==> src/shared/seq_defs.svh <==
// Command codes, field positions, reset values and timing figures
`ifndef SEQ_DEFS_SVH
`define SEQ_DEFS_SVH
`define CMD_PGOOD_ON 8'h5E
`define CMD_PGOOD_OFF 8'h5F
`define CMD_ON_DELAY 8'h60
`define CMD_ON_RAMP 8'h61
`define CMD_TON_MAX 8'h62
`define CMD_TON_RESP 8'h63
`define WORD_REGS 5
`define RESP_MSB 7
`define RESP_LSB 6
`define RETRY_MSB 5
`define RETRY_LSB 3
`define RTIME_MSB 2
`define RTIME_LSB 0
`define RESET_WORD 16'h0000
`define RESET_RESP 8'h00
`define RESP_IGNORE 2'h0
`define RESP_RUN_RETRY 2'h1
`define RESP_OFF_RETRY 2'h2
`define RESP_OFF_LATCH 2'h3
`define RETRY_NONE 3'h0
`define RETRY_FOREVER 3'h7
`define ZERO_WORD 16'h0000
`define ZERO_ELAPSED 24'h000000
`define ONE_ELAPSED 24'h000001
`define ZERO_TRIES 3'h0
`define ONE_TRY 3'h1
`define MS_NS 1000000
`define CLK_NS 8
`endif

==> src/shared/seq_pkg.sv <==
// Types shared by the sequencer modules
package seq_pkg;
   typedef enum logic [2:0] {
      ST_OFF,
      ST_DELAY,
      ST_RAMP,
      ST_ON,
      ST_FAULT_RUN,
      ST_RETRY_WAIT,
      ST_LATCHED
   } state_type;
endpackage

==> src/shared/cfg_if.sv <==
// Configuration values carried from the register store to the sequencer
`timescale 1ns/100ps
`default_nettype none
interface cfg_if;
   logic [15:0] pgood_on;
   logic [15:0] pgood_off;
   logic [15:0] on_delay;
   logic [15:0] on_ramp;
   logic [15:0] ton_max;
   logic [7:0] resp;
   modport store (output pgood_on, pgood_off, on_delay, on_ramp, ton_max,
      resp);
   modport user (input pgood_on, pgood_off, on_delay, on_ramp, ton_max,
      resp);
endinterface
`default_nettype wire

==> src/design/power_sequencer.sv <==
// Turn-on sequencing, power good and fault retry control
// What this block does
// - Retry code 101: five attempts, then latch off
// - Retry code 110: six attempts, then latch off
// - Retry code 111: retry forever until stopped
// - Attempts spaced by retry interval times unit
// - Interval field n decodes to 2^n units
// - Same interval for run-on and retry gap
// - Assert power good at on threshold
// - Below off threshold: negate, set status
// - Wait turn-on delay before ramp starts
// - Ramp output over programmed rise time
// - Timeout fault if undervoltage level unreached
// - Zero timeout limit disables the timeout
// - Decode two-bit fault response field
// - Retry code 000: stay off until cleared
// - Latched fault cleared by clears or off-on
`timescale 1ns/100ps
`default_nettype none
`include "seq_defs.svh"
module power_sequencer #(
   parameter int MS_CYCLES = `MS_NS / `CLK_NS
) (
   // Clock and reset
   input wire logic mclk,
   input wire logic nrst,
   // Decoded command port
   input wire logic [7:0] cmd_code,
   input wire logic cmd_write,
   input wire logic [15:0] cmd_wdata,
   input wire logic cmd_read,
   output logic [15:0] cmd_rdata,
   output logic cmd_rvalid,
   output logic cmd_unsupported,
   // Control and fault clearing
   input wire logic output_enable_cmd,
   input wire logic clear_faults,
   input wire logic clear_fault_bit,
   input wire logic ext_fault,
   input wire logic [15:0] retry_unit_ms,
   input wire logic pgood_pin_enable,
   // Measured output and limits
   input wire logic [15:0] vout_code,
   input wire logic [15:0] vout_uv_limit,
   // Converter control and status
   output logic output_on,
   output logic ramp_active,
   output logic power_good_output,
   output logic pgood_status,
   output logic ton_fault_flag,
   output logic fault_latched
);
   cfg_if cfg ();

   seq_regs u_regs (
      .mclk(mclk),
      .nrst(nrst),
      .cmd_code(cmd_code),
      .cmd_write(cmd_write),
      .cmd_wdata(cmd_wdata),
      .cmd_read(cmd_read),
      .cmd_rdata(cmd_rdata),
      .cmd_rvalid(cmd_rvalid),
      .cmd_unsupported(cmd_unsupported),
      .cfg(cfg)
   );

   seq_pkg::state_type st_q, st_d;
   logic [31:0] div_q, div_d;
   logic [23:0] el_q, el_d, tmo_q, tmo_d, interval_ms;
   logic [2:0] tries_q, tries_d, retry, rtime;
   logic [1:0] resp;
   logic en_q, reached_q, reached_d, pgood_q, pgood_d, pgst_q, pgst_d;
   logic tflag_q, tflag_d, tick, clr, powered, tmo_hit, retry_ok;

   assign resp = cfg.resp[`RESP_MSB:`RESP_LSB];
   assign retry = cfg.resp[`RETRY_MSB:`RETRY_LSB];
   assign rtime = cfg.resp[`RTIME_MSB:`RTIME_LSB];
   // Unit from the separate time-unit setting, shifted by the field
   assign interval_ms = {8'h00, retry_unit_ms} << rtime;
   // Millisecond tick runs free, so the first millisecond may be short
   assign tick = (div_q == 32'(MS_CYCLES - 1));
   assign clr = clear_faults || clear_fault_bit ||
                (en_q && !output_enable_cmd);
   assign powered = (st_q == seq_pkg::ST_RAMP) || (st_q == seq_pkg::ST_ON);
   assign tmo_hit = powered && !reached_q && (cfg.ton_max != `ZERO_WORD) &&
                    (tmo_q >= {8'h00, cfg.ton_max});
   // Unlimited code never exhausts; code 000 never retries
   assign retry_ok = (retry == `RETRY_FOREVER) ||
                     ((retry != `RETRY_NONE) && (tries_q < retry));

   always_comb begin
      st_d = st_q;
      div_d = tick ? 32'h00000000 : div_q + 32'h00000001;
      el_d = tick ? el_q + `ONE_ELAPSED : el_q;
      tries_d = tries_q;
      case (st_q)
         seq_pkg::ST_OFF: begin
            if (output_enable_cmd) begin
               st_d = seq_pkg::ST_DELAY;
            end
         end
         seq_pkg::ST_DELAY: begin
            if (el_q >= {8'h00, cfg.on_delay}) begin
               st_d = seq_pkg::ST_RAMP;
            end
         end
         seq_pkg::ST_RAMP, seq_pkg::ST_ON: begin
            if (st_q == seq_pkg::ST_RAMP &&
                el_q >= {8'h00, cfg.on_ramp}) begin
               st_d = seq_pkg::ST_ON;
            end
            if (st_q == seq_pkg::ST_ON && reached_q) begin
               tries_d = `ZERO_TRIES;
            end
            if (tmo_hit || ext_fault) begin
               case (resp)
                  `RESP_IGNORE: st_d = st_d;
                  `RESP_RUN_RETRY: st_d = seq_pkg::ST_FAULT_RUN;
                  `RESP_OFF_RETRY: st_d = retry_ok ?
                     seq_pkg::ST_RETRY_WAIT : seq_pkg::ST_LATCHED;
                  default: st_d = seq_pkg::ST_LATCHED;
               endcase
            end
         end
         seq_pkg::ST_FAULT_RUN: begin
            if (el_q >= interval_ms) begin
               if (ext_fault || !reached_q) begin
                  st_d = retry_ok ? seq_pkg::ST_RETRY_WAIT :
                         seq_pkg::ST_LATCHED;
               end else begin
                  st_d = seq_pkg::ST_ON;
               end
            end
         end
         seq_pkg::ST_RETRY_WAIT: begin
            if (el_q >= interval_ms) begin
               st_d = seq_pkg::ST_DELAY;
               if (retry != `RETRY_FOREVER) begin
                  tries_d = tries_q + `ONE_TRY;
               end
            end
         end
         seq_pkg::ST_LATCHED: begin
            if (clr) begin
               st_d = seq_pkg::ST_OFF;
            end
         end
         default: st_d = seq_pkg::ST_OFF;
      endcase
      if (!output_enable_cmd) begin
         st_d = seq_pkg::ST_OFF;
      end
      if (clr) begin
         tries_d = `ZERO_TRIES;
      end
      if (st_d != st_q) begin
         el_d = `ZERO_ELAPSED;
      end
   end

   always_comb begin
      reached_d = reached_q;
      tmo_d = tmo_q;
      tflag_d = tflag_q;
      pgst_d = pgst_q;
      pgood_d = pgood_q;
      // Run-on keeps the reached level so its end can judge the fault
      if (!output_on) begin
         reached_d = 1'b0;
         tmo_d = `ZERO_ELAPSED;
      end else begin
         if (vout_code >= vout_uv_limit) begin
            reached_d = 1'b1;
         end
         if (tick && !reached_q) begin
            tmo_d = tmo_q + `ONE_ELAPSED;
         end
      end
      // Flags set by hardware win over a clear in the same cycle
      if (clr) begin
         tflag_d = 1'b0;
         pgst_d = 1'b0;
      end
      if (tmo_hit) begin
         tflag_d = 1'b1;
      end
      if (vout_code < cfg.pgood_off) begin
         pgst_d = 1'b1;
      end
      // Hysteresis between the two thresholds holds the last state
      if (!powered || !pgood_pin_enable) begin
         pgood_d = 1'b0;
      end else if (vout_code < cfg.pgood_off) begin
         pgood_d = 1'b0;
      end else if (vout_code >= cfg.pgood_on) begin
         pgood_d = 1'b1;
      end
   end

   always_ff @(posedge mclk) begin
      if (!nrst) begin
         st_q <= seq_pkg::ST_OFF;
         div_q <= 32'h00000000;
         el_q <= `ZERO_ELAPSED;
         tmo_q <= `ZERO_ELAPSED;
         tries_q <= `ZERO_TRIES;
         en_q <= 1'b0;
         reached_q <= 1'b0;
         pgood_q <= 1'b0;
         pgst_q <= 1'b0;
         tflag_q <= 1'b0;
      end else begin
         st_q <= st_d;
         div_q <= div_d;
         el_q <= el_d;
         tmo_q <= tmo_d;
         tries_q <= tries_d;
         en_q <= output_enable_cmd;
         reached_q <= reached_d;
         pgood_q <= pgood_d;
         pgst_q <= pgst_d;
         tflag_q <= tflag_d;
      end
   end

   assign output_on = powered || (st_q == seq_pkg::ST_FAULT_RUN);
   assign ramp_active = (st_q == seq_pkg::ST_RAMP);
   assign power_good_output = pgood_q;
   assign pgood_status = pgst_q;
   assign ton_fault_flag = tflag_q;
   assign fault_latched = (st_q == seq_pkg::ST_LATCHED);

   AST_PG_LOW_UNPOWERED: assert property (@(posedge mclk) disable iff (!nrst)
      !powered |=> !power_good_output) else $error("pg high unpowered");
   AST_PG_ON: assert property (@(posedge mclk) disable iff (!nrst)
      powered && pgood_pin_enable && vout_code >= cfg.pgood_on &&
      vout_code >= cfg.pgood_off |=> power_good_output)
      else $error("pg not asserted");
   AST_PG_OFF_STATUS: assert property (@(posedge mclk) disable iff (!nrst)
      vout_code < cfg.pgood_off |=> pgood_status && !power_good_output)
      else $error("pg off not flagged");
   AST_TMO_ZERO: assert property (@(posedge mclk) disable iff (!nrst)
      cfg.ton_max == `ZERO_WORD |-> !tmo_hit)
      else $error("timeout with zero limit");
   AST_TMO_FLAG: assert property (@(posedge mclk) disable iff (!nrst)
      tmo_hit |=> ton_fault_flag) else $error("timeout not flagged");
   AST_DELAY_HOLD: assert property (@(posedge mclk) disable iff (!nrst)
      st_q == seq_pkg::ST_DELAY && el_q < {8'h00, cfg.on_delay} &&
      output_enable_cmd |=> st_q == seq_pkg::ST_DELAY && !output_on)
      else $error("ramp started early");
   AST_RAMP_END: assert property (@(posedge mclk) disable iff (!nrst)
      ramp_active && el_q >= {8'h00, cfg.on_ramp} && output_enable_cmd &&
      !tmo_hit && !ext_fault |=> st_q == seq_pkg::ST_ON)
      else $error("ramp did not end");
   AST_RETRY_GAP: assert property (@(posedge mclk) disable iff (!nrst)
      st_q == seq_pkg::ST_RETRY_WAIT && el_q < interval_ms |=>
      st_q inside {seq_pkg::ST_RETRY_WAIT, seq_pkg::ST_OFF})
      else $error("retry too soon");
   AST_UNIT_ONE: assert property (@(posedge mclk) disable iff (!nrst)
      rtime == 3'h0 |-> interval_ms == {8'h00, retry_unit_ms})
      else $error("interval decode");
   AST_LIMITED_TRIES: assert property (@(posedge mclk) disable iff (!nrst)
      st_q == seq_pkg::ST_RETRY_WAIT && retry inside {3'h5, 3'h6} &&
      $stable(cfg.resp) |-> tries_q < retry)
      else $error("too many attempts");
   AST_NO_RETRY: assert property (@(posedge mclk) disable iff (!nrst)
      fault_latched && !clr && output_enable_cmd |=> fault_latched)
      else $error("latched fault left");
   AST_CLEAR_TRIES: assert property (@(posedge mclk) disable iff (!nrst)
      clr |=> tries_q == `ZERO_TRIES) else $error("tries kept");
endmodule
`default_nettype wire

==> src/design/seq_regs.sv <==
// Command-word register store with registered read data
`timescale 1ns/100ps
`default_nettype none
`include "seq_defs.svh"
module seq_regs (
   // Clock and reset
   input wire logic mclk,
   input wire logic nrst,
   // Decoded command port
   input wire logic [7:0] cmd_code,
   input wire logic cmd_write,
   input wire logic [15:0] cmd_wdata,
   input wire logic cmd_read,
   output logic [15:0] cmd_rdata,
   output logic cmd_rvalid,
   output logic cmd_unsupported,
   // Stored configuration
   cfg_if.store cfg
);
   logic [15:0] word_q [`WORD_REGS];
   logic [15:0] word_d [`WORD_REGS];
   logic [7:0] resp_q, resp_d;
   logic [15:0] rdata_q, rdata_d;
   logic rvalid_q, rvalid_d, unsup_q, unsup_d;
   logic [7:0] index;
   logic in_words;

   assign index = cmd_code - `CMD_PGOOD_ON;
   assign in_words = (cmd_code >= `CMD_PGOOD_ON) &&
                     (cmd_code <= `CMD_TON_MAX);

   genvar g;
   generate
      for (g = 0; g < `WORD_REGS; g++) begin : g_word
         always_comb begin
            word_d[g] = word_q[g];
            if (cmd_write && in_words && index == 8'(g)) begin
               word_d[g] = cmd_wdata;
            end
         end
         always_ff @(posedge mclk) begin
            if (!nrst) begin
               word_q[g] <= `RESET_WORD;
            end else begin
               word_q[g] <= word_d[g];
            end
         end
      end
   endgenerate

   always_comb begin
      resp_d = resp_q;
      rdata_d = rdata_q;
      rvalid_d = cmd_read;
      unsup_d = 1'b0;
      if (cmd_write && cmd_code == `CMD_TON_RESP) begin
         resp_d = cmd_wdata[7:0];
      end
      if (cmd_read) begin
         if (in_words) begin
            rdata_d = word_q[index[2:0]];
         end else if (cmd_code == `CMD_TON_RESP) begin
            rdata_d = {8'h00, resp_q};
         end else begin
            rdata_d = `ZERO_WORD;
         end
      end
      // Unknown codes are answered with zero and flagged, never stored
      if ((cmd_read || cmd_write) && !in_words &&
          cmd_code != `CMD_TON_RESP) begin
         unsup_d = 1'b1;
      end
   end

   always_ff @(posedge mclk) begin
      if (!nrst) begin
         resp_q <= `RESET_RESP;
         rdata_q <= `ZERO_WORD;
         rvalid_q <= 1'b0;
         unsup_q <= 1'b0;
      end else begin
         resp_q <= resp_d;
         rdata_q <= rdata_d;
         rvalid_q <= rvalid_d;
         unsup_q <= unsup_d;
      end
   end

   assign cmd_rdata = rdata_q;
   assign cmd_rvalid = rvalid_q;
   assign cmd_unsupported = unsup_q;
   assign cfg.pgood_on = word_q[0];
   assign cfg.pgood_off = word_q[1];
   assign cfg.on_delay = word_q[2];
   assign cfg.on_ramp = word_q[3];
   assign cfg.ton_max = word_q[4];
   assign cfg.resp = resp_q;
endmodule
`default_nettype wire

==> config.mk <==
export PLATFORM = sky130hd
export DESIGN_NAME = power_sequencer
export DESIGN_NICKNAME = d
export VERILOG_FILES = /design/src/shared/seq_pkg.sv /design/src/shared/cfg_if.sv /design/src/design/power_sequencer.sv /design/src/design/seq_regs.sv
export VERILOG_INCLUDE_DIRS = /design/src /design/src/shared
export SDC_FILE = /design/constraint.sdc
export NUM_CORES = 1
export LEC_CHECK = 0
export CAP_MARGIN = 20
export CORE_MARGIN = 10
export CORE_UTILIZATION = 30
export DETAILED_ROUTE_END_ITERATION = 16
export DONT_BUFFER_PORTS = 1
export GPL_TIMING_DRIVEN = 0
export PLACE_DENSITY = 0.45
export SLEW_MARGIN = 20
export SYNTH_ARGS = -nofsm -noshare
export SYNTH_HDL_FRONTEND = slang
export SYNTH_HIERARCHICAL = 1
export SYNTH_SLANG_ARGS = --single-unit
==> constraint.sdc <==
create_clock -name mclk -period 3.7 [get_ports mclk]
set_input_delay 0.37 -clock mclk [delete_from_list [all_inputs] [get_ports mclk]]
set_output_delay 0.37 -clock mclk [all_outputs]
set_load 0.02 [all_outputs]
==> results of run 1 <==
routing by layer:
metal  vias up  global-route usage, %  share of wire, %
li1       5127                      -                 -
met1      4884                   19.2                46
met2       138                   25.9                48
met3        32                   3.55               4.0
met4         0                   4.50               2.0
met5         -                      0                 0
logic make-up after synthesis:
family | count (synthesis) | share of synthesized area (%)
buf+inv | 165 | 5.59
simple gates | 526 | 21.2
mux | 136 | 12.4
fa+ha+maj | 128 | 12.7
xor+xnor | 75 | 5.27
compound gates | 211 | 11.5
flops | 197 | 31.3
final timing paths:
| path | startpoint | to | slack [ns] | depth (start not counted) |
|---|---|---|---|---|
| max reg2reg | u_regs/cfg.resp[0]$_SDFFE_PN0P_ | el_q[0]$_SDFFE_PP0N_ | 0.1 | 14 |
| max | u_regs/cfg.resp[0]$_SDFFE_PN0P_ | el_q[0]$_SDFFE_PP0N_ | 0.1 | 14 |
| min reg2reg | div_q[0]$_SDFF_PP0_ | div_q[0]$_SDFF_PP0_ | 0.45 | 1 |
| min | cmd_wdata[5] | u_regs/word_q[1][5]$_SDFFE_PN0P_ | 0.03 | 2 |
registers in the layout, indices dropped and copies added (netlist names):
| name | count |
|---|---|
| u_regs/cmd_unsupported | 1 |
| ton_fault_flag | 1 |
| el_q | 24 |
| reached_q | 1 |
| u_regs/cfg.resp | 8 |
| tries_q | 3 |
| power_good_output | 1 |
| u_regs/cmd_rvalid | 1 |
| en_q | 1 |
| tmo_q | 24 |
| pgood_status | 1 |
| st_q | 3 |
| u_regs/cmd_rdata | 16 |
| div_q | 32 |
| u_regs/word_q | 80 |
power by group through the flow:
stage	Clock (W)	Sequential, W	Combinational (W)
after floorplan	0	0.00219	0.000243
after global placement	0	0.00220	0.000324
after detailed placement	0	0.00220	0.000327
after CTS	0.00203	0.00215	0.000351
after global routing	0.00211	0.00215	0.000398
final	0.00197	0.00215	0.000357
synthesized netlist by cell type, types with 18 or more instances:
cell type / count
dfxtp_1: 197
nand2_1: 189
ha_1: 128
mux2i_1: 115
inv_1: 109
nor2_1: 108
xor2_1: 48
o21ai_0: 45
a21oi_1: 41
nand3_1: 38
nand4_1: 31
clkbuf_1: 27
xnor2_1: 26
nor2b_1: 24
a21o_1: 21
nor3_2: 21
and3_1: 20
nor3_1: 20
a21boi_1: 18
final cells by class:
cell class / instances / area [um^2] / area share, %
inverter: 110 / 413 / 2.91
multi-input combinational: 1076 / 8100 / 57.2
clock buffer: 19 / 433 / 3.05
buffer: 52 / 339 / 2.39
sequential: 197 / 3950 / 27.9
tap: 539 / 674 / 4.76
timing repair buffer: 9 / 92.6 / 0.653
clock inverter: 13 / 169 / 1.19
critical path, cell delays in order (launching register included):
cell,delay (ns)
dfxtp_4,0.44
mux2_4,0.34
nor2_4,0.08
a21oi_2,0.05
mux2i_1,0.15
ha_1,0.29
a2111oi_2,0.30
o21ai_1,0.13
a211o_1,0.36
a211oi_4,0.38
nor4_2,0.09
o221ai_2,0.24
o2111ai_4,0.26
buf_8,0.24
nor3_2,0.16
repair_timing:
action,CTS,global route
setup endpoints to repair,30,24
pin swaps,12,8
cloned,2,1
setup buffers,5,1
hold endpoints to repair,0,0
resized for setup,46,14
cell usage in the layout (no fill, tap or decap), types with 31 or more instances in the layout:
cell,instances
nor2_1,107
nand2_1,189
a21oi_1,38
o21ai_0,44
dfxtp_1,195
nand3_1,38
xor2_1,48
inv_1,108
nand4_1,31
ha_1,128
mux2i_1,109
metrics by stage:
stage          utilization, %  total power (W)  worst slack [ns]
2_1_floorplan               -          0.00244            0.0353
3_3_place_gp             31.8          0.00252            -0.859
3_5_place_dp             31.8          0.00253            -0.963
4_1_cts                  33.7          0.00453          0.000276
5_1_grt                  33.9          0.00466            -0.133
6_report                 33.9          0.00448            0.0978
==> summary.txt, run 1 <==
Global route
  • Gr ovfl total: 0
  • First-pass GRT wire length: ~61000 um
  • Largest net degree at the start of global routing: 18
  • Total Routing Usage GR: 15.4%
  • Initial antenna violation count: 0
  • Vias in the first global route: 10320

Route
  • Number of DRC markers in iteration 0: 428
  • Routed Antenna Nets: 0
  • WL/cell: 19.1 um
  • Total wire length: between 30000 and 40000 um
  • Via count: between 10000 and 15000
  • DRC: 0
  • Number of vias per cell: 5.05
  • Pre-antenna DRT Iters: 4

Synthesis
  • Post-synth top area share: 31.3%
  • Sequential area share after synthesis: 31.3%
  • Ys Warns: 6
  • Synthesis-stage register bit count: 197
  • Cell variety after synth: 76
  • Syn Area/Cell: 8.76 um^2
  • Mapped Cells: 1438
  • Main flop type after synthesis: dfxtp_1
  • Net count after synthesis: 1647
  • Top cells by area, synth: dfxtp_1 (31%), ha_1 (13%), mux2i_1 (9.1%), nand2_1 (5.6%), xor2_1 (3.3%)
  • EDFF count, synth: 0
  • Ys async rst share: 0%
  • Post-Synthesis Cell Area: 0.0126 mm^2
  • Yosys top cell by area: dfxtp_1

Clock tree
  • # hold bufs at CTS: 0
  • CTS root buf: clkbuf_16
  • TritonCTS clock tree: done
  • Clk sinks: 197
  • Max Buffers Root-to-Sink: 2
  • H-tree levels: 4
  • Num CTS Buffers: 17
  • Worst-Skew Late Latency: 0.47 ns
  • Clk slew on worst S/H paths: 0.08 ns

Setup path
  • Startpoint Class: flip-flop
  • CP required: 4.09 ns
  • CP max FO: 10
  • Worst setup path class: flip-flop to flip-flop
  • CP arrival: 3.99 ns
  • Crit path capture type: flip-flop

Floorplan
  • Floorplan Core Area: 0.0418 mm^2
  • Die Height: roughly 220 um
  • Initial Util: 30.2%
  • Io pins: between 100 and 150
  • Die area: 0.0506 mm^2
  • Cell Rows: 75
  • Die width: 225 um

Timing
  • Sum Neg Setup Slack: 0 ns
  • Final setup fails: 0
  • Final worst-path cycle share: 97.4%
  • Crit path time final: 3.60 ns
  • Slew HR: 28.2%
  • Final setup skew: 0.0134 ns
  • RSZ-0062 raised after global routing: yes
  • FMAX: about 280 MHz
  • Slew Limit Fails: 0
  • Final hold violation count: 0
  • Min Hold Slack: approximately 0.033 ns
  • Worst Tran Pin Value: 1.07 ns

Power and ir drop
  • Sw Pwr: ~0.0011 W
  • Internal power: around 0.0033 W
  • Peak supply drop: around 0.23 mV
  • Seq pwr share: 48.0%
  • Combinational share of power: 8.0%
  • Pleak: between 5 and 6 nW
  • Clock share of power: 44.1%
  • Pwr dens: 316 mW/mm^2
  • Net Sw Frac: approximately 25%

Cells and area
  • Antenna diodes: 0
  • Final std cells w/o fill: between 2000 and 2500
  • Nets@finish: ~1700
  • Syn-to-layout area delta: 12.5%
  • Share of cells above drive strength 1: 10.1%
  • Fillers: 4311
  • Design area: 0.0142 mm^2

Place
  • Buffers on Ports: 0
  • DP HPWL: 31200 um
  • Cells after DPL: slightly below 2000
  • DP Area: 0.0133 mm^2
  • GP Congestion: 0.830

Flow run
  • Max-cap viol count: 0

Worst hold path
  • Hold Crit Class: primary input to flip-flop

Run status
  • Status: finished clean
Note: power is estimated with default switching activity, not from simulation.
==> run 2, diff against run 1 <==
--- a/config.mk
+++ b/config.mk
@@ -7,7 +7,7 @@
 export NUM_CORES = 1
 export LEC_CHECK = 0
 export CAP_MARGIN = 20
-export CORE_MARGIN = 10
+export CORE_MARGIN = 2
 export CORE_UTILIZATION = 30
 export DETAILED_ROUTE_END_ITERATION = 16
 export DONT_BUFFER_PORTS = 1
==> run 2 against run 1 <==
  * Clock skew decreased by 0.0011 ns
  * Die area shrank 14%
  * Clock-buffer cell count rose by 2
  * Critical path depth increased by 1
  * Power decreased by 0.71%
  * Utilization grew 0.44 points
  * Sequential power hardly changed
  * Clock power decreased by 3%
==> summary.txt, run 2 (same netlist as run 1, synthesis figures left out) <==
Clock tree
  • Worst-Skew Late Latency: 0.46 ns (about the same)
  • Max Buffers Root-to-Sink: 2 (unchanged)
  • Clk sinks: 197 (unchanged)
  • TritonCTS clock tree: done
  • H-tree levels: 4 (unchanged)
  • Clk slew on worst S/H paths: 0.08 ns (about the same)
  • Num CTS Buffers: 17 (unchanged)
  • CTS root buf: clkbuf_16
  • # hold bufs at CTS: 0 (unchanged)

Cells and area
  • Commonest non-fill, non-tap cell in the layout: dfxtp_1
  • Share of cells above drive strength 1: 10.8% (+0.70 points)
  • Biggest register: u_regs/word_q
  • Largest regs: u_regs/word_q x80, div_q x32
  • Design area: 0.0143 mm^2 (+1.1%)
  • Antenna diodes: 0 (unchanged)
  • Nets@finish: 1678 (+0.36%)
  • Most frequent cells in the layout: dfxtp_1 (195), nand2_1 (189), ha_1 (128), mux2i_1 (110), inv_1 (108)
  • Syn-to-layout area delta: 13.7%
  • Number of flip-flops in the largest register: 80 (unchanged)

Power and ir drop
  • Pleak: 5.30 nW (+1.5%)
  • Combinational share of power: 8.6% (+0.6 points)
  • Internal power: 0.00330 W (-1.3%)
  • Pwr dens: 310 mW/mm^2 (-1.8%)
  • Peak supply drop: 0.289 mV (+26%)
  • Clock share of power: 43.1% (-1.0 points)
  • Sw Pwr: 0.00114 W (+0.94%)
  • Total power: 0.00445 W (-0.71%)
  • Net Sw Frac: 25.7% (+0.42 points)
  • Seq pwr share: 48.3% (+0.3 points)

Timing
  • Slew HR: 46.7% (+19 points)
  • FMAX: 273 MHz (-1.8%)
  • Final setup fails: 0 (unchanged)
  • Slew Limit Fails: 0 (unchanged)
  • Final worst-path cycle share: 99.2% (+1.8 points)
  • Worst Tran Pin Value: 0.799 ns (-0.267 ns)
  • Final hold violation count: 0 (unchanged)
  • Sum Neg Setup Slack: 0 ns (unchanged)
  • Fin worst setup slack: 0.0308 ns (-0.0669 ns)
  • Final setup skew: 0.0124 ns (-0.00107 ns)
  • Crit path time final: 3.67 ns (+0.0669 ns)
  • RSZ-0062 raised after global routing: yes

Place
  • GP Congestion: 0.814 (-2.0%)
  • DP Area: 0.0133 mm^2 (unchanged)
  • DP HPWL: 30200 um (-3.3%)
  • Buffers on Ports: 0 (unchanged)
  • Pre-CTS WS: -1.02 ns (-0.0530 ns)

Global route
  • Vias in the first global route: 9988 (-3.2%)
  • Total Routing Usage GR: 17.4% (+2.0 points)
  • First-pass GRT wire length: 58700 um (-3.1%)
  • Gr ovfl total: 0 (unchanged)
  • Largest net degree at the start of global routing: 18 (unchanged)
  • Initial antenna violation count: 1 (+1)

Setup path
  • Crit path capture type: flip-flop
  • CP arrival: 4.01 ns (+0.02 ns)
  • Startpoint Class: flip-flop
  • Worst setup path class: flip-flop to flip-flop
  • CP required: 4.04 ns (-0.05 ns)
  • CP max FO: 7 (-3)

Route
  • Number of vias per cell: 5.03 (-0.40%)
  • Number of DRC markers in iteration 0: 534 (+25%)
  • Via count: 10170 (-0.11%)
  • Pre-antenna DRT Iters: 5 (+1)
  • DRC: 0 (unchanged)
  • Routed Antenna Nets: 0 (unchanged)
  • Total wire length: 37600 um (-2.2%)
  • WL/cell: 18.6 um (-2.5%)

Run status
  • Status: finished clean

Floorplan
  • Die width: 209 um (-7.1%)
  • Io pins: 105 (unchanged)
  • Cell Rows: 75 (unchanged)
  • Initial Util: 30.2% (+0.068 points)
  • Die Height: 209 um (-7.1%)
  • Die area: 0.0437 mm^2 (-14%)
  • Floorplan Core Area: 0.0417 mm^2 (-0.22%)

Flow run
  • Max-cap viol count: 0 (unchanged)

Worst hold path
  • Hold Crit Class: primary input to flip-flop
[run 2: cell count changes in the layout (fill, tap and decap cells not counted), moves of 3 or more]
cell,change
nor3_1,-3
clkbuf_8,+3
nor3_2,-4
mux2i_2,-3
buf_6,+3
nor3_4,+7
[run 2: what timing repair did]
action	4_1_cts	5_1_grt
pin swaps	7	14
endpoints found under the setup margin	30	25
resized for setup	31	42
cloned	2	2
setup buffers	7	4
[run 2: path summary, 6_finish.rpt]
path / cells after the start / endpoint / from / slack, ns
max reg2reg: 15 / el_q[0]$_SDFFE_PP0N_ / u_regs/cfg.resp[0]$_SDFFE_PN0P_ / 0.03
min reg2reg: 1 / div_q[0]$_SDFF_PP0_ / div_q[0]$_SDFF_PP0_ / 0.44
min: 2 / u_regs/word_q[1][9]$_SDFFE_PN0P_ / cmd_wdata[9] / 0.05
max: 15 / el_q[0]$_SDFFE_PP0N_ / u_regs/cfg.resp[0]$_SDFFE_PN0P_ / 0.03
[run 2: per-layer routing]
layer / global-route usage [%] / wire length [um] / vias up
met2: 28.7 / 17600 / 177
li1: - / - / 5136
met4: 6.18 / 969 / 0
met1: 22.8 / 17500 / 4813
met3: 3.28 / 1560 / 44
met5: 0 / 0 / -
[run 2: power groups by stage]
stage,Sequential [W],Clock [W],Combinational [W]
after floorplan,0.00219,0,0.000243
after global placement,0.00220,0,0.000323
after detailed placement,0.00220,0,0.000326
after CTS,0.00215,0.00198,0.000348
after global routing,0.00215,0.00205,0.000423
final,0.00215,0.00192,0.000382
[run 2: stage by stage]
| step | instances | utilization, % | hold WS (ns) |
|---|---|---|---|
| finish | 2021 | 34.4 | 0.0457 |
| global route | 2021 | 34.4 | 0.0290 |
| CTS | 2015 | 33.7 | 0.0180 |
| detailed placement | 1977 | 31.9 | 0.440 |
| global placement | 1977 | 31.9 | 0.431 |
| floorplan | 1438 | - | 0.413 |
[run 2: critical path, cell delays in order, from the launching register on]
cell and delay, ns:
dfxtp_4 0.43, mux2_4 0.34, nor2_4 0.08, a21oi_2 0.05
mux2i_1 0.15, ha_1 0.29, a2111oi_2 0.36, o21ai_1 0.13
a211o_1 0.40, a311oi_4 0.38, nor3_2 0.09, a311oi_2 0.24
buf_4 0.18, xnor2_4 0.19, buf_6 0.20, nor3_4 0.05
[run 2: area by class of cell]
cell class,instances,area (um^2)
Clock buffer,21,480
Sequential cell,197,3950
Inverter,110,413
Fill cell,4349,27300
Multi-Input combinational cell,1076,8200
Clock inverter,11,114
Buffer,52,330
Tap cell,539,674
Timing Repair Buffer,15,166
==> run 3, diff against run 2 <==
--- a/config.mk
+++ b/config.mk
@@ -8,13 +8,12 @@
 export LEC_CHECK = 0
 export CAP_MARGIN = 20
 export CORE_MARGIN = 2
-export CORE_UTILIZATION = 30
+export CORE_UTILIZATION = 43
 export DETAILED_ROUTE_END_ITERATION = 16
 export DONT_BUFFER_PORTS = 1
 export GPL_TIMING_DRIVEN = 0
-export PLACE_DENSITY = 0.45
+export PLACE_DENSITY = 0.6
 export SLEW_MARGIN = 20
 export SYNTH_ARGS = -nofsm -noshare
 export SYNTH_HDL_FRONTEND = slang
-export SYNTH_HIERARCHICAL = 1
 export SYNTH_SLANG_ARGS = --single-unit
==> run 3 against run 2 <==
  * First-iteration DRC count grew 14%
  * Cell count shrank 7.2%
  * Power grew 3.0%
  * Wire length shrank 10%
  * Worst hold slack gained 0.016 ns
  * Largest cell class unchanged
  * Sequential share of layout area grew 1.2 points
  * Clock power grew 11%
  * Critical path depth shrank 1
  * Non-clock buffer count shrank 4
  * Critical endpoint is now el_q[9]$_SDFFE_PP0N_
  * Synthesized area shrank 2.0%
==> summary.txt, run 3 <==
Setup path
  • Bufs and invs on worst path: 3 (+1)
  • Crit path capture type: flip-flop
  • Crit-path slowest cell: dfxtp_1
  • CP arrival: 3.94 ns (-0.07 ns)
  • CP max FO: 10 (+3)
  • Worst setup path class: flip-flop to flip-flop
  • Startpoint Class: flip-flop
  • Cell Chain, Critical Path: buf_2, mux2i_1, ha_1, a2111oi_2, o21ai_1, a2111oi_4, o21ai_2, a31oi_2, nor4b_4, and2_4, o31ai_4, buf_6, buf_6, nor2_4
  • CP max stage delay: 0.57 ns (+0.14 ns)
  • Critical path's top delay family: compound AO/OA/AOI/OAI gates
  • CP required: 4.03 ns (about the same)
  • Top cell by count, worst path: buf_6

Floorplan
  • Io pins: 105 (unchanged)
  • Initial Util: 43.4% (+13 points)
  • Die area: 0.0301 mm^2 (-31%)
  • Die Height: 173 um (-17%)
  • Cell Rows: 62 (-17%)
  • Floorplan Core Area: 0.0285 mm^2 (-32%)
  • Die width: 173 um (-17%)

Cells and area
  • Syn-to-layout area delta: 11.1%
  • Biggest register: u_regs.word_q
  • Share of cells above drive strength 1: 9.39% (-1.4 points)
  • Util after Layout: 48.2% (+14 points)
  • Commonest non-fill, non-tap cell in the layout: nor2_1
  • Most frequent cells in the layout: nor2_1 (242), dfxtp_1 (195), ha_1 (128), inv_1 (109), mux2i_1 (103)
  • Nets@finish: 1687 (+0.54%)
  • Largest regs: u_regs.word_q x80, div_q x32
  • Number of flip-flops in the largest register: 80 (unchanged)

Timing
  • Slew HR: 38.4% (-8.3 points)
  • FMAX: 277 MHz (+1.5%)
  • Worst Tran Pin Value: 0.919 ns (+0.119 ns)
  • Slew Limit Fails: 0 (unchanged)
  • Final worst-path cycle share: 97.7% (-1.5 points)
  • Crit path time final: 3.61 ns (-0.0546 ns)
  • Final setup fails: 0 (unchanged)
  • Sum Neg Setup Slack: 0 ns (unchanged)
  • Final setup skew: 0.0148 ns (+0.00248 ns)
  • Final hold violation count: 0 (unchanged)
  • RSZ-0062 raised after global routing: yes

Clock tree
  • TritonCTS clock tree: done
  • CTS root buf: clkbuf_16
  • Clk slew on worst S/H paths: 0.08 ns (about the same)
  • H-tree levels: 4 (unchanged)
  • Num CTS Buffers: 17 (unchanged)
  • Worst-Skew Late Latency: 0.45 ns (about the same)
  • Clk sinks: 197 (unchanged)
  • Max Buffers Root-to-Sink: 2 (unchanged)
  • # hold bufs at CTS: 0 (unchanged)

Synthesis
  • Ys async rst share: 0% (unchanged)
  • Yosys top cell by area: dfxtp_1
  • Post-Synthesis Cell Area: 0.0124 mm^2 (-2.0%)
  • Post-synth top area share: 31.9% (+0.64 points)
  • Cell variety after synth: 75 (-1.3%)
  • Net count after synthesis: 1663 (+0.97%)
  • Most common cell in the netlist: nor2_1
  • EDFF count, synth: 0 (unchanged)
  • Main flop type after synthesis: dfxtp_1
  • Syn Area/Cell: 8.49 um^2 (-3.1%)
  • Top cells by area, synth: dfxtp_1 (32%), ha_1 (13%), mux2i_1 (8.5%), nor2_1 (7.5%), inv_1 (3.3%)
  • Mapped Cells: 1454 (+1.1%)
  • Synth top cells by count: nor2_1 (247), dfxtp_1 (197), ha_1 (128)
  • Sequential area share after synthesis: 31.9% (+0.64 points)
  • Synthesis-stage register bit count: 197 (unchanged)
  • Ys Warns: 0 (-6)

Route
  • Number of vias per cell: 5.48 (+8.9%)
  • Pre-antenna DRT Iters: 5 (unchanged)
  • WL/cell: 18.0 um (-3.2%)
  • Total wire length: 33800 um (-10%)
  • DRC: 0 (unchanged)
  • Number of DRC markers in iteration 0: 611 (+14%)
  • Met2 wire len: 15500 um (-12%)
  • Routed Antenna Nets: 0 (unchanged)
  • WL met3: 1850 um (+19%)
  • Via count: 10278 (+1.1%)
  • Metal-1 WL: 15400 um (-12%)
  • Highest metal used: met4

Place
  • GP Congestion: 0.901 (+11%)
  • Buffers on Ports: 0 (unchanged)
  • DP HPWL: 26700 um (-11%)

Global route
  • Vias in the first global route: 10116 (+1.3%)
  • Largest net degree at the start of global routing: 19 (+1)
  • Initial antenna violation count: 1 (unchanged)
  • Total Routing Usage GR: 22.7% (+5.3 points)
  • Gr ovfl total: 0 (unchanged)
  • First-pass GRT wire length: 54300 um (-7.4%)

Power and ir drop
  • Combinational share of power: 6.8% (-1.8 points)
  • Sw Pwr: 0.00110 W (-3.3%)
  • Clock share of power: 46.4% (+3.3 points)
  • Seq pwr share: 46.8% (-1.5 points)
  • Internal power: 0.00348 W (+5.3%)
  • Pwr dens: 334 mW/mm^2 (+7.6%)
  • Pleak: 5.33 nW (+0.68%)
  • Peak supply drop: 0.293 mV (+1.1%)
  • Net Sw Frac: 24.1% (-1.6 points)

Run status
  • Status: finished clean

Flow run
  • Max-cap viol count: 0 (unchanged)

Worst hold path
  • Hold Crit Class: primary input to flip-flop
run 3: cell types whose count changed after synthesis, moves of 12 or more:
| cell | before | now |
|---|---|---|
| nor2_1 | 108 | 247 |
| nand2_1 | 189 | 74 |
| a21oi_1 | 41 | 81 |
| nor3_2 | 21 | 1 |
| nor2_2 | 2 | 21 |
| a21boi_1 | 18 | 0 |
| nand3_1 | 38 | 51 |
| clkbuf_1 | 27 | 39 |
run 3: cell type report:
type / count / area (um^2)
fill: 2772 / 14700
timing repair buffer: 8 / 75.1
antenna: 1 / 2.50
tap: 384 / 480
multi-input combinational: 1087 / 7850
clock buffer: 18 / 429
sequential: 197 / 3950
clock inverter: 14 / 245
buffer: 55 / 265
inverter: 112 / 420
run 3: layer usage:
layer  track usage (%)  vias to the layer above
li1                  -                     5125
met1              30.1                     4826
met2              37.2                      273
met3              3.93                       54
met4              7.94                        0
met5                 0                        -
run 3: what timing repair did:
action | 4_1_cts | 5_1_grt
cloned | 2 | 0
endpoints found under the setup margin | 28 | 24
gates resized for setup | 23 | 28
pin swaps | 6 | 19
setup buffers | 7 | 1
run 3: path summary, 6_finish.rpt:
check,from,endpoint,slack (ns),cells past startpoint
setup / recovery,u_regs.cfg.resp[2]$_SDFFE_PN0P_,el_q[9]$_SDFFE_PP0N_,0.09,14
hold / removal,cmd_wdata[8],u_regs.word_q[4][8]$_SDFFE_PN0P_,0.06,2
hold reg to reg,div_q[0]$_SDFF_PP0_,div_q[0]$_SDFF_PP0_,0.48,1
setup reg to reg,u_regs.cfg.resp[2]$_SDFFE_PN0P_,el_q[9]$_SDFFE_PP0N_,0.09,14
run 3: kinds of logic after synthesis:
logic type | share of synthesized area (%)
AO/OA/AOI/OAI | 11.3
adder cells (fa/ha/maj) | 13.0
multiplexers | 12.0
buffers and inverters | 5.44
flip-flops | 31.9
AND/OR/NAND/NOR | 21.3
XOR/XNOR | 5.11
run 3: worst reg2reg max path: cells and delay by family (launching register included):
family,cells,cell delay [ns]
flops,1,0.57
compound gates,6,1.57
buf+inv,3,0.66
fa+ha+maj,1,0.26
simple gates,3,0.30
mux,1,0.14
run 3: through the flow:
step	cell area (um^2)	total power [W]	worst slack (ns)	std cells	hold WS (ns)
after floorplan	12400	0.00241	0.0160	1454	0.430
after global placement	12800	0.00248	-0.735	1838	0.445
after detailed placement	12800	0.00248	-0.762	1838	0.461
after CTS	13600	0.00460	0.00675	1876	0.0516
after global routing	13700	0.00473	-0.0883	1875	0.0618
final	13700	0.00458	0.0854	1876	0.0617
run 3: power groups by stage:
| stage | clock network [W] | logic [W] | registers (W) |
|---|---|---|---|
| 2_1_floorplan | 0 | 0.000217 | 0.00219 |
| 3_3_place_gp | 0 | 0.000282 | 0.00220 |
| 3_5_place_dp | 0 | 0.000287 | 0.00220 |
| 4_1_cts | 0.00216 | 0.000304 | 0.00214 |
| 5_1_grt | 0.00224 | 0.000348 | 0.00215 |
| 6_report | 0.00213 | 0.000310 | 0.00215 |
